[config.mk]
export PLATFORM = sky130hd
export DESIGN_NAME = mcb_mac_cfg
export DESIGN_NICKNAME = d
export VERILOG_FILES = /design/src/design/mcb_pkg.sv /design/src/design/mcb_byte_if.sv /design/src/design/mcb_defer_timer.sv /design/src/design/mcb_rx_delay.sv /design/src/design/mcb_mac_cfg.sv
export SDC_FILE = /design/constraint.sdc
export NUM_CORES = 1
export LEC_CHECK = 0
export ABC_AREA = 1
export CAP_MARGIN = 20
export CORE_MARGIN = 4
export CORE_UTILIZATION = 45
export DETAILED_ROUTE_END_ITERATION = 10
export DONT_BUFFER_PORTS = 1
export GPL_ROUTABILITY_DRIVEN = 0
export PLACE_DENSITY = 0.69
export SYNTH_ARGS = -nofsm -noshare
export SYNTH_HDL_FRONTEND = slang
export SYNTH_HIERARCHICAL = 1
export SYNTH_SLANG_ARGS = --single-unit
[constraint.sdc]
create_clock -name clk -period 3.6 [get_ports clk]
set_input_delay 0.72 -clock clk [delete_from_list [all_inputs] [get_ports clk]]
set_output_delay 0.72 -clock clk [all_outputs]
set_load 0.01 [all_outputs]
[src/design/mcb_pkg.sv]
package mcb_pkg;
	localparam int CLK_MHZ = 100;
	localparam int BIT_TIME_NS = 10;
	localparam int BIT_CYC = (BIT_TIME_NS * CLK_MHZ + 999) / 1000 < 1 ? 1 : (BIT_TIME_NS * CLK_MHZ + 999) / 1000;
	localparam int CFG_FIRST = 11;
	localparam int CFG_BYTES = 8;
	localparam logic [4:0] CFG_LAST_IDX = 5'h12;
	// Defaults for bytes 11..18, byte 11 in the low lane
	localparam logic [63:0] CFG_RESET = 64'h72_40_00_80_F2_00_60_00;
	localparam int IFS_LSB = 4;
	localparam int LPM_BIT = 0;
	localparam int CDT_OPT_BIT = 7;
	localparam int SHORT_CRC_BIT = 5;
	localparam int IGN_UL_BIT = 4;
	localparam int WAW_BIT = 2;
	localparam int BC_DIS_BIT = 1;
	localparam int PROMISC_BIT = 0;
	localparam int LONG_OK_BIT = 3;
	localparam int CRC_XFER_BIT = 2;
	localparam int PAD_EN_BIT = 1;
	localparam int STRIP_EN_BIT = 0;
	localparam int PFC_THR_LSB = 4;
	localparam logic [2:0] PFC_OFF = 3'h7;
	localparam logic [11:0] IFS_UNIT_BITS = 12'h010;
	localparam logic [11:0] SLOT_BITS = 12'h200;
	localparam logic [15:0] MAX_DATA = 16'h05DC;
	localparam logic [15:0] HDR_LEN = 16'h000E;
	localparam logic [15:0] VLAN_EXTRA = 16'h0004;
	localparam logic [15:0] FCS_HDR_LEN = 16'h0012;
	localparam logic [6:0] MIN_NO_FCS = 7'h3C;
	localparam logic [7:0] PAD_BYTE = 8'h7E;
	localparam logic [15:0] TYPE_VLAN = 16'h8100;
	localparam logic [15:0] TYPE_FC = 16'h8808;
	localparam logic [15:0] ARP_HI_OFS = 16'h0028;
	localparam logic [15:0] ARP_LO_OFS = 16'h0029;
	localparam logic [15:0] PRIO_OFS = 16'h0013;
	localparam logic [4:0] FCS_LEN = 5'h04;

	function automatic logic [31:0] crc32_byte(input logic [31:0] c, input logic [7:0] d);
		logic [31:0] r;
		r = c;
		for (int i = 0; i < 8; i++)
			r = ((r[0] ^ d[i]) ? 32'hEDB88320 : 32'h00000000) ^ (r >> 1);
		return r;
	endfunction : crc32_byte

	function automatic logic [15:0] short_crc_select_byte(input logic [15:0] c, input logic [7:0] d);
		logic [15:0] r;
		r = c;
		for (int i = 0; i < 8; i++)
			r = ((r[0] ^ d[i]) ? 16'h8408 : 16'h0000) ^ (r >> 1);
		return r;
	endfunction : short_crc_select_byte
endpackage : mcb_pkg

[src/design/mcb_byte_if.sv]
`timescale 1ns/100ps
interface mcb_byte_if;
	logic valid;
	logic [7:0] data;
	logic last;
	logic fcs;
	modport src(output valid, output data, output last, output fcs);
	modport snk(input valid, input data, input last, input fcs);
endinterface : mcb_byte_if

[src/design/mcb_defer_timer.sv]
`timescale 1ns/100ps
module mcb_defer_timer
(
	input wire logic clk,
	input wire logic rst_b,
	input wire logic bit_tick,
	input wire logic load,
	input wire logic [11:0] load_bits,
	output logic expired
);
	logic [11:0] cnt_reg;

	// Reloaded while the medium is busy, so counting starts at the later event
	always_ff @(posedge clk or negedge rst_b)
	begin
		if (!rst_b)
			cnt_reg <= 12'h000;
		else if (load)
			cnt_reg <= load_bits;
		else if (bit_tick && cnt_reg != 12'h000)
			cnt_reg <= cnt_reg - 12'h001;
	end

	assign expired = (cnt_reg == 12'h000) && !load;
endmodule : mcb_defer_timer

[src/design/mcb_rx_delay.sv]
`timescale 1ns/100ps
module mcb_rx_delay
(
	input wire logic clk,
	input wire logic rst_b,
	mcb_byte_if.snk in_b,
	mcb_byte_if.src out_b
);
	logic [31:0] hold_reg;
	logic [2:0] fill_reg;
	logic [2:0] flush_reg;

	// Holds the newest four bytes; they are the FCS once the last byte arrives
	always_ff @(posedge clk or negedge rst_b)
	begin
		if (!rst_b)
		begin
			hold_reg <= 32'h00000000;
			fill_reg <= 3'h0;
			flush_reg <= 3'h0;
			out_b.valid <= 1'b0;
			out_b.data <= 8'h00;
			out_b.last <= 1'b0;
			out_b.fcs <= 1'b0;
		end
		else if (in_b.valid)
		begin
			hold_reg <= {in_b.data, hold_reg[31:8]};
			fill_reg <= in_b.last ? 3'h0 : (fill_reg == 3'h4 ? 3'h4 : fill_reg + 3'h1);
			flush_reg <= in_b.last ? 3'h4 : 3'h0;
			out_b.valid <= fill_reg == 3'h4;
			out_b.data <= hold_reg[7:0];
			out_b.last <= 1'b0;
			out_b.fcs <= 1'b0;
		end
		else if (flush_reg != 3'h0)
		begin
			hold_reg <= {8'h00, hold_reg[31:8]};
			flush_reg <= flush_reg - 3'h1;
			out_b.valid <= 1'b1;
			out_b.data <= hold_reg[7:0];
			out_b.last <= flush_reg == 3'h1;
			out_b.fcs <= 1'b1;
		end
		else
		begin
			out_b.valid <= 1'b0;
			out_b.last <= 1'b0;
			out_b.fcs <= 1'b0;
		end
	end
endmodule : mcb_rx_delay

[src/design/mcb_mac_cfg.sv]
`timescale 1ns/100ps
module mcb_mac_cfg
(
	input wire logic clk,
	input wire logic rst_b,
	input wire logic cfg_wr,
	input wire logic [4:0] cfg_idx,
	input wire logic [7:0] cfg_data,
	input wire logic cfg_commit,
	input wire logic [47:0] individual_station_address,
	input wire logic carrier_sense_pin,
	input wire logic collision_detect_input,
	input wire logic backoff_done,
	input wire logic rx_valid,
	input wire logic [7:0] rx_data,
	input wire logic rx_last,
	output logic rx_out_valid,
	output logic [7:0] rx_out_data,
	output logic rx_out_last,
	output logic rx_stat_valid,
	output logic rx_stat_accept,
	output logic rx_stat_long,
	output logic rx_stat_ok,
	output logic rx_stat_arp_match,
	output logic rx_stat_pause_low,
	input wire logic tx_in_valid,
	input wire logic [7:0] tx_in_data,
	input wire logic tx_in_last,
	output logic tx_in_ready,
	output logic tx_out_valid,
	output logic [7:0] tx_out_data,
	output logic tx_out_last,
	input wire logic tx_out_ready,
	output logic defer_ok,
	output logic modified_backoff,
	output logic short_crc_select,
	output logic priority_fc_enable,
	output logic [15:0] fc_pause_time
);
	typedef enum logic [1:0] {TX_IDLE, TX_DATA, TX_PAD, TX_FCS} mcb_tx_e;

	logic [7:0] shadow_reg [0:mcb_pkg::CFG_BYTES-1];
	logic [7:0] act_reg [0:mcb_pkg::CFG_BYTES-1];

	// Staged bytes move to the live set only on commit
	for (genvar g = 0; g < mcb_pkg::CFG_BYTES; g++)
	begin : g_cfg
		always_ff @(posedge clk or negedge rst_b)
		begin
			if (!rst_b)
				shadow_reg[g] <= mcb_pkg::CFG_RESET[8*g +: 8];
			else if (cfg_wr && cfg_idx == 5'(mcb_pkg::CFG_FIRST + g))
				shadow_reg[g] <= cfg_data;
		end

		always_ff @(posedge clk or negedge rst_b)
		begin
			if (!rst_b)
				act_reg[g] <= mcb_pkg::CFG_RESET[8*g +: 8];
			else if (cfg_commit)
				act_reg[g] <= shadow_reg[g];
		end
	end

	logic [2:0] lin_prio;
	logic [3:0] ifs_val;
	logic lp_mode;
	logic [7:0] ip_lo;
	logic [7:0] ip_hi;
	logic [7:0] b15;
	logic [7:0] b18;
	logic [2:0] pfc_thr;

	assign lin_prio = act_reg[0][2:0];
	assign ifs_val = act_reg[1][mcb_pkg::IFS_LSB +: 4];
	assign lp_mode = act_reg[1][mcb_pkg::LPM_BIT];
	assign ip_lo = act_reg[2];
	assign ip_hi = act_reg[3];
	assign b15 = act_reg[4];
	assign b18 = act_reg[7];
	assign pfc_thr = b18[mcb_pkg::PFC_THR_LSB +: 3];

	always_ff @(posedge clk or negedge rst_b)
	begin
		if (!rst_b)
		begin
			modified_backoff <= 1'b0;
			short_crc_select <= 1'b0;
			priority_fc_enable <= 1'b0;
			fc_pause_time <= 16'h0000;
		end
		else
		begin
			modified_backoff <= b15[mcb_pkg::WAW_BIT];
			short_crc_select <= b15[mcb_pkg::SHORT_CRC_BIT];
			priority_fc_enable <= pfc_thr != mcb_pkg::PFC_OFF;
			fc_pause_time <= {act_reg[6], act_reg[5]};
		end
	end

	// Pin synchronisers
	logic [1:0] crs_sync;
	logic [1:0] cdt_sync;

	always_ff @(posedge clk or negedge rst_b)
	begin
		if (!rst_b)
		begin
			crs_sync <= 2'h0;
			cdt_sync <= 2'h0;
		end
		else
		begin
			crs_sync <= {crs_sync[0], carrier_sense_pin};
			cdt_sync <= {cdt_sync[0], collision_detect_input};
		end
	end

	// Bit-time enable
	logic [7:0] div_reg;
	logic bit_tick;

	always_ff @(posedge clk or negedge rst_b)
	begin
		if (!rst_b)
			div_reg <= 8'h00;
		else if (bit_tick)
			div_reg <= 8'h00;
		else
			div_reg <= div_reg + 8'h01;
	end

	assign bit_tick = div_reg == 8'(mcb_pkg::BIT_CYC - 1);

	// Deferral
	mcb_tx_e tx_state_reg;
	logic tx_active;
	logic carrier;
	logic busy;
	logic own_tx_seen_reg;
	logic busy_prev_reg;
	logic timer_load;
	logic [11:0] ifs_bits;
	logic [11:0] slot_wait;
	logic [11:0] load_bits;
	logic timer_done;

	assign tx_active = tx_state_reg != TX_IDLE || tx_out_valid;
	assign carrier = crs_sync[1] || (b15[mcb_pkg::CDT_OPT_BIT] && cdt_sync[1] && tx_active);
	assign busy = carrier || tx_active;
	assign ifs_bits = 12'(ifs_val) * mcb_pkg::IFS_UNIT_BITS;
	assign slot_wait = 12'(lin_prio) * mcb_pkg::SLOT_BITS;

	always_ff @(posedge clk or negedge rst_b)
	begin
		if (!rst_b)
		begin
			own_tx_seen_reg <= 1'b0;
			busy_prev_reg <= 1'b0;
		end
		else
		begin
			busy_prev_reg <= busy;
			if (busy && !busy_prev_reg)
				own_tx_seen_reg <= tx_active;
			else if (tx_active)
				own_tx_seen_reg <= 1'b1;
		end
	end

	always_comb
	begin
		timer_load = 1'b0;
		load_bits = ifs_bits;
		if (busy)
		begin
			timer_load = 1'b1;
			if (own_tx_seen_reg || tx_active || lp_mode)
				load_bits = ifs_bits + slot_wait;
		end
		else if (backoff_done)
		begin
			timer_load = 1'b1;
			load_bits = slot_wait;
		end
	end

	mcb_defer_timer u_defer
	(
		.clk(clk),
		.rst_b(rst_b),
		.bit_tick(bit_tick),
		.load(timer_load),
		.load_bits(load_bits),
		.expired(timer_done)
	);

	assign defer_ok = timer_done && !busy;

	// Receive classification on the incoming stream
	logic [15:0] ri_reg;
	logic [15:0] type_reg;
	logic vlan_reg;
	logic [15:0] len_reg;
	logic ia_ok_reg;
	logic bc_reg;
	logic arp_hi_reg;
	logic arp_lo_reg;
	logic is_fc_reg;
	logic [2:0] prio_reg;
	logic [15:0] vofs;
	logic [7:0] ia_byte;
	logic [7:0] ul_mask;

	assign vofs = vlan_reg ? mcb_pkg::VLAN_EXTRA : 16'h0000;
	assign ia_byte = individual_station_address[8*(5 - ri_reg[2:0]) +: 8];
	assign ul_mask = (ri_reg == 16'h0000 && b15[mcb_pkg::IGN_UL_BIT]) ? 8'hFD : 8'hFF;

	always_ff @(posedge clk or negedge rst_b)
	begin
		if (!rst_b)
		begin
			ri_reg <= 16'h0000;
			type_reg <= 16'h0000;
			vlan_reg <= 1'b0;
			len_reg <= 16'h0000;
			ia_ok_reg <= 1'b1;
			bc_reg <= 1'b1;
			arp_hi_reg <= 1'b0;
			arp_lo_reg <= 1'b0;
			is_fc_reg <= 1'b0;
			prio_reg <= 3'h0;
		end
		else if (rx_valid)
		begin
			ri_reg <= rx_last ? 16'h0000 : ri_reg + 16'h0001;
			if (ri_reg == 16'h0000)
			begin
				ia_ok_reg <= (rx_data & ul_mask) == (ia_byte & ul_mask);
				bc_reg <= rx_data == 8'hFF;
				vlan_reg <= 1'b0;
				arp_hi_reg <= 1'b0;
				arp_lo_reg <= 1'b0;
				is_fc_reg <= 1'b0;
			end
			else if (ri_reg < 16'h0006)
			begin
				ia_ok_reg <= ia_ok_reg && (rx_data & ul_mask) == (ia_byte & ul_mask);
				bc_reg <= bc_reg && rx_data == 8'hFF;
			end
			if (ri_reg == 16'h000C || ri_reg == 16'h0010)
				type_reg[15:8] <= rx_data;
			if (ri_reg == 16'h000D)
			begin
				vlan_reg <= {type_reg[15:8], rx_data} == mcb_pkg::TYPE_VLAN;
				len_reg <= {type_reg[15:8], rx_data};
				is_fc_reg <= {type_reg[15:8], rx_data} == mcb_pkg::TYPE_FC;
			end
			if (ri_reg == 16'h0011 && vlan_reg)
			begin
				len_reg <= {type_reg[15:8], rx_data};
				is_fc_reg <= {type_reg[15:8], rx_data} == mcb_pkg::TYPE_FC;
			end
			if (ri_reg == mcb_pkg::ARP_HI_OFS + vofs)
				arp_hi_reg <= rx_data == ip_hi;
			if (ri_reg == mcb_pkg::ARP_LO_OFS + vofs)
				arp_lo_reg <= rx_data == ip_lo;
			if (ri_reg == mcb_pkg::PRIO_OFS + vofs)
				prio_reg <= rx_data[2:0];
		end
	end

	// Frame status at the last byte
	logic accept;
	logic too_long;

	assign accept = b15[mcb_pkg::PROMISC_BIT] || ia_ok_reg
		|| (bc_reg && !b15[mcb_pkg::BC_DIS_BIT]);
	assign too_long = ri_reg + 16'h0001 > mcb_pkg::MAX_DATA + mcb_pkg::FCS_HDR_LEN + vofs;

	always_ff @(posedge clk or negedge rst_b)
	begin
		if (!rst_b)
		begin
			rx_stat_valid <= 1'b0;
			rx_stat_accept <= 1'b0;
			rx_stat_long <= 1'b0;
			rx_stat_ok <= 1'b0;
			rx_stat_arp_match <= 1'b0;
			rx_stat_pause_low <= 1'b0;
		end
		else
		begin
			rx_stat_valid <= rx_valid && rx_last;
			if (rx_valid && rx_last)
			begin
				rx_stat_accept <= accept;
				rx_stat_long <= too_long;
				rx_stat_ok <= !too_long || b18[mcb_pkg::LONG_OK_BIT];
				rx_stat_arp_match <= arp_hi_reg && arp_lo_reg;
				rx_stat_pause_low <= is_fc_reg && pfc_thr != mcb_pkg::PFC_OFF && prio_reg > pfc_thr;
			end
		end
	end

	// FCS separation and stripping on the host side
	mcb_byte_if rx_in_b ();
	mcb_byte_if rx_dl_b ();

	assign rx_in_b.valid = rx_valid;
	assign rx_in_b.data = rx_data;
	assign rx_in_b.last = rx_last;
	assign rx_in_b.fcs = 1'b0;

	mcb_rx_delay u_rx_delay
	(
		.clk(clk),
		.rst_b(rst_b),
		.in_b(rx_in_b.snk),
		.out_b(rx_dl_b.src)
	);

	logic [15:0] ro_reg;
	logic strip_on;
	logic keep;
	logic crc_xfer;

	assign crc_xfer = b18[mcb_pkg::CRC_XFER_BIT];
	assign strip_on = b18[mcb_pkg::STRIP_EN_BIT] && !crc_xfer && len_reg != 16'h0000
		&& len_reg <= mcb_pkg::MAX_DATA;
	assign keep = rx_dl_b.fcs ? crc_xfer
		: (!strip_on || ro_reg < mcb_pkg::HDR_LEN + vofs + len_reg);

	always_ff @(posedge clk or negedge rst_b)
	begin
		if (!rst_b)
		begin
			ro_reg <= 16'h0000;
			rx_out_valid <= 1'b0;
			rx_out_data <= 8'h00;
			rx_out_last <= 1'b0;
		end
		else
		begin
			if (rx_dl_b.valid)
				ro_reg <= rx_dl_b.last ? 16'h0000 : ro_reg + 16'h0001;
			rx_out_valid <= rx_dl_b.valid && (keep || rx_dl_b.last);
			rx_out_data <= rx_dl_b.data;
			rx_out_last <= rx_dl_b.valid && rx_dl_b.last;
		end
	end

	// Transmit: pad and append FCS
	logic [31:0] crc_reg;
	logic [6:0] tcnt_reg;
	logic [4:0] fcnt_reg;
	logic adv;
	logic pad_needed;
	logic [31:0] crc_fin;
	logic [4:0] fcs_bytes;

	assign adv = !tx_out_valid || tx_out_ready;
	assign tx_in_ready = tx_state_reg == TX_DATA && adv;
	// Compared without the +1, so a saturated count cannot wrap into padding
	assign pad_needed = b18[mcb_pkg::PAD_EN_BIT] && tcnt_reg < mcb_pkg::MIN_NO_FCS - 7'h01;
	assign crc_fin = short_crc_select ? {16'h0000, ~crc_reg[15:0]} : ~crc_reg;
	assign fcs_bytes = short_crc_select ? 5'h02 : mcb_pkg::FCS_LEN;

	function automatic logic [31:0] crc_step(input logic [31:0] c, input logic [7:0] d, input logic s);
		return s ? {16'h0000, mcb_pkg::short_crc_select_byte(c[15:0], d)} : mcb_pkg::crc32_byte(c, d);
	endfunction : crc_step

	always_ff @(posedge clk or negedge rst_b)
	begin
		if (!rst_b)
		begin
			tx_state_reg <= TX_IDLE;
			crc_reg <= 32'hFFFFFFFF;
			tcnt_reg <= 7'h00;
			fcnt_reg <= 5'h00;
			tx_out_valid <= 1'b0;
			tx_out_data <= 8'h00;
			tx_out_last <= 1'b0;
		end
		else
		begin
			if (tx_out_ready)
				tx_out_valid <= 1'b0;
			case (tx_state_reg)
				TX_IDLE:
				begin
					crc_reg <= 32'hFFFFFFFF;
					tcnt_reg <= 7'h00;
					fcnt_reg <= 5'h00;
					if (tx_in_valid && defer_ok)
						tx_state_reg <= TX_DATA;
				end
				TX_DATA:
				begin
					if (adv && tx_in_valid)
					begin
						tx_out_valid <= 1'b1;
						tx_out_data <= tx_in_data;
						tx_out_last <= 1'b0;
						crc_reg <= crc_step(crc_reg, tx_in_data, short_crc_select);
						if (tcnt_reg != 7'h7F)
							tcnt_reg <= tcnt_reg + 7'h01;
						if (tx_in_last)
							tx_state_reg <= pad_needed ? TX_PAD : TX_FCS;
					end
				end
				TX_PAD:
				begin
					if (adv)
					begin
						tx_out_valid <= 1'b1;
						tx_out_data <= mcb_pkg::PAD_BYTE;
						crc_reg <= crc_step(crc_reg, mcb_pkg::PAD_BYTE, short_crc_select);
						tcnt_reg <= tcnt_reg + 7'h01;
						if (!pad_needed)
							tx_state_reg <= TX_FCS;
					end
				end
				TX_FCS:
				begin
					if (adv)
					begin
						tx_out_valid <= 1'b1;
						tx_out_data <= crc_fin[8*fcnt_reg[1:0] +: 8];
						fcnt_reg <= fcnt_reg + 5'h01;
						tx_out_last <= fcnt_reg + 5'h01 == fcs_bytes;
						if (fcnt_reg + 5'h01 == fcs_bytes)
							tx_state_reg <= TX_IDLE;
					end
				end
				default:
					tx_state_reg <= TX_IDLE;
			endcase
		end
	end
endmodule : mcb_mac_cfg

==> metrics.txt <==
Post-Syn Area per Cell 7.88 um^2; Final HPWL DP 32.9 mm; post-synthesis cell type count 68; Rel. slew slack 30.2%; Post-synth EDFFs 0; CTS clk-pin slew, worst paths approximately 0.06 ns; Die Y 214 um; synth warn 6; Fin Hold WS -0.0792 ns; Max VDD drop 350 uV; type of origin of the critical path flip-flop; max reg flops 52; Crit path depth 14; post-synth top area share 36.1%; Critical Path Slowest Stage Cell dfrtp_1; Top Family by Delay on Critical Path simple AND/OR/NAND/NOR gates; TritonCTS clock tree yes; fmax 298 MHz; DP Cell Count 2902; WL per Instance ~16 um; core area roughly 0.042 mm^2; internal cell power 9.43 mW; Max Cap Violations 0; first-pass GRT wire length about 78 mm; DRC violations left 0; critical path's largest stage delay 0.43 ns; die span in x 214 um; antenna-violating nets left 0; clock power share 23.5%; top cells by area, synth dfrtp_1 36%, nand2_1 13%, dfstp_2 8.0%; total clock buffers created by CTS 38; skew final 0.0314 ns; via density per instance 5.34; Worst Tran Pin Value 1.05 ns; Initial Util 45.4%; postcts setup bufs 0; DRT Wirelength 47.9 mm; Port Buffers 0; clock sink total 333; leading area contributor after synthesis dfrtp_1; CP Buf/Inv Count 6; final worst-path cycle share between 90% and 100%; initial antenna violation count 0; Seq cells post-synth 333; Slew Viols, Final 0; Worst EP required 2.88 ns; Final min period 3.35 ns; detailed-router iteration count before antenna repair 6; P_sw 6.74 mW; most common flop cell mapped by yosys dfrtp_1; Root Driver clkbuf_16; Clock Latency Late Sink around 0.56 ns; final hold vios 56; H-tree Lvls 2; WS Path Type reg -> out; layout cell share with drive strength beyond 1 around 10%; Setup TNS Final 0 ns; most frequent CP cell inv_1; power density over the cells 782 mW/mm^2; crit path max fanout 11; RSZ-0062 raised after global routing false; die area 0.0457 mm^2; largest net degree at the start of global routing 334; crit path DAT 2.63 ns; clk buf depth 3; combinational power share between 40% and 50%; vias in the first global route between 15k and 20k; All-Layer GR Usage roughly a fifth; Layout area overhead 8.52%; length in cells of the worst reg-to-reg path 19; Vias 15.9k; ys async rst share 100%; leakage power 10.0 nW; final setup violation count 0; failing checks negative hold slack; initial DRC count 1269; Pwr Total 16.2 mW; antenna cells 0; Critical Path Sink Type primary output; total grt overflow 0; fill count 3974; register area share after synthesis 44.1%; Post-Layout Cell Count roughly 3.0k; I/O pin cnt roughly 140; Nets 2539; hold crit path type in -> async; Seq pwr share 35.6%; CP cell instances inv_1 -> ha_1 -> inv_1 -> nor2_2 -> nand2_2 -> nor2_4 -> inv_2 -> inv_2 -> nand3_1 -> nor2_2 -> nand2_2 -> inv_1 -> inv_1 -> nor2_2; Sw Ratio 41.7%; Mapped Cells 2420; num rows between 70 and 80; status finished, violations left; Netlist Area Pre-Place 0.0191 mm^2
## worst paths after layout
| path | start | end | slack, ns |
|---|---|---|---|
| setup / recovery | tx_state_reg[0] | defer_ok | 0.25 |
| hold / removal | rst_b | rx_out_data[3] | -0.08 |
| setup reg to reg | vlan_reg | rx_out_valid | 0.37 |
| hold reg to reg | crs_sync[0] | crs_sync[1] | 0.35 |
| max in group asynchronous | rst_b | crs_sync[1] | 2.88 |
| min in group clk | carrier_sense_pin | crs_sync[0] | 0.20 |
## logic make-up (layout without fill, tap and decap cells)
family / Yosys count / after routing / share of synthesized area (%)
adders and majority gates: 47 / 47 / 3.12
muxes: 27 / 27 / 1.60
and+or+nand+nor: 1141 / 1141 / 25.7
buffers and inverters: 357 / 364 / 7.79
AOI/OAI and AO/OA: 391 / 391 / 11.4
DFF: 333 / 333 / 44.1
xor gates and xnor gates: 123 / 123 / 6.30
other: 1 / 5 / 0.0197
## worst register-to-register path: stages (launching register included)
cell and delay, ns:
dfrtp_1 0.38, inv_1 0.09, ha_1 0.23, inv_1 0.06
ha_1 0.18, fa_1 0.22, nand2_1 0.06, a21oi_1 0.26
nand3_1 0.16, nor3_1 0.22, nand4_1 0.13, xor2_1 0.17
ha_1 0.28, nand2_1 0.08, nor4_1 0.28, nand2_1 0.08
nand2_1 0.06, nand2_1 0.06, nand2_1 0.06, a21oi_1 0.06
## power by group through the flow
stage	Clock (mW)	Sequential, mW	Combinational (mW)
2_1_floorplan	0	5.33	5.41
6_report	3.79	5.75	6.63
3_3_place_gp	0	5.77	6.32
5_1_grt	4.08	5.86	7.34
4_1_cts	3.90	5.74	6.52
3_5_place_dp	0	5.79	6.49
## final cells by class
cell class	count	area (um^2)	share of cell area (%)
clock buffer	55	1100	5.34
clock inverter	13	125	0.605
inverter	281	1060	5.12
multi-input combinational	1734	9200	44.5
sequential	333	8410	40.6
tap	539	674	3.26
timing repair buffer	15	113	0.544
## per-layer routing
layer / vias to the layer above / track usage, % / wire length [um] / share of wire [%]
met5: - / 0 / 0 / 0
met4: 0 / 7.04 / 1480 / 3.1
met2: 550 / 32.8 / 21400 / 45
met3: 94 / 4.84 / 3720 / 7.8
met1: 7456 / 28.8 / 21300 / 45
li1: 7756 / - / - / -
## repair_timing
item / in CTS / in global routing
hold endpoints to repair: 275 / 275
resized for setup: 3 / 3
endpoints found under the setup margin: 1 / 1
## synth_stat cells (7+ instances only)
library cell	instances
dfrtp_1	275
xnor2_1	37
nand4_1	24
nand2_4	8
ha_1	46
inv_1	264
o211ai_1	21
inv_2	11
nor3_1	24
o21a_1	7
buf_6	8
nand3_1	138
nand2_2	22
mux2_2	27
nor2_1	186
buf_2	14
o21ai_0	205
a31oi_1	10
o21ai_1	7
o22ai_1	12
buf_4	9
clkbuf_1	37
nor4_1	11
xor2_1	77
or2_2	16
dfstp_2	58
nand2_1	683
a21oi_1	94
## metrics by stage
step                      area (um^2)  util [%]  setup WS (ns)  hold slack, ns
after floorplan                 19100         -          0.618           0.331
after global placement          19400      46.3          0.409           0.340
after detailed placement        19400      46.3          0.378           0.340
after CTS                       20700      49.3         0.0614          -0.125
after global routing            20700      49.3         0.0386          -0.120
final                           20700      49.3          0.250         -0.0792
## placed cells by master, fill, tap and decap left out, types with 8 or more instances in the layout
| master | instances |
|---|---|
| o21ai_0 | 205 |
| nor2_1 | 183 |
| a21oi_1 | 94 |
| nand2_4 | 8 |
| nand3_1 | 138 |
| clkbuf_16 | 38 |
| clkbuf_8 | 9 |
| o22ai_1 | 12 |
| dfstp_2 | 58 |
| a31oi_1 | 10 |
| mux2_2 | 27 |
| xnor2_1 | 37 |
| clkbuf_1 | 8 |
| or2_2 | 16 |
| xor2_1 | 77 |
| nor3_1 | 24 |
| o211ai_1 | 21 |
| nand2_2 | 23 |
| ha_1 | 46 |
| nand2_1 | 682 |
| inv_2 | 12 |
| buf_4 | 15 |
| nor4_1 | 11 |
| dfrtp_1 | 275 |
| nand4_1 | 24 |
| inv_1 | 263 |
(Power assumes the default switching activity.)
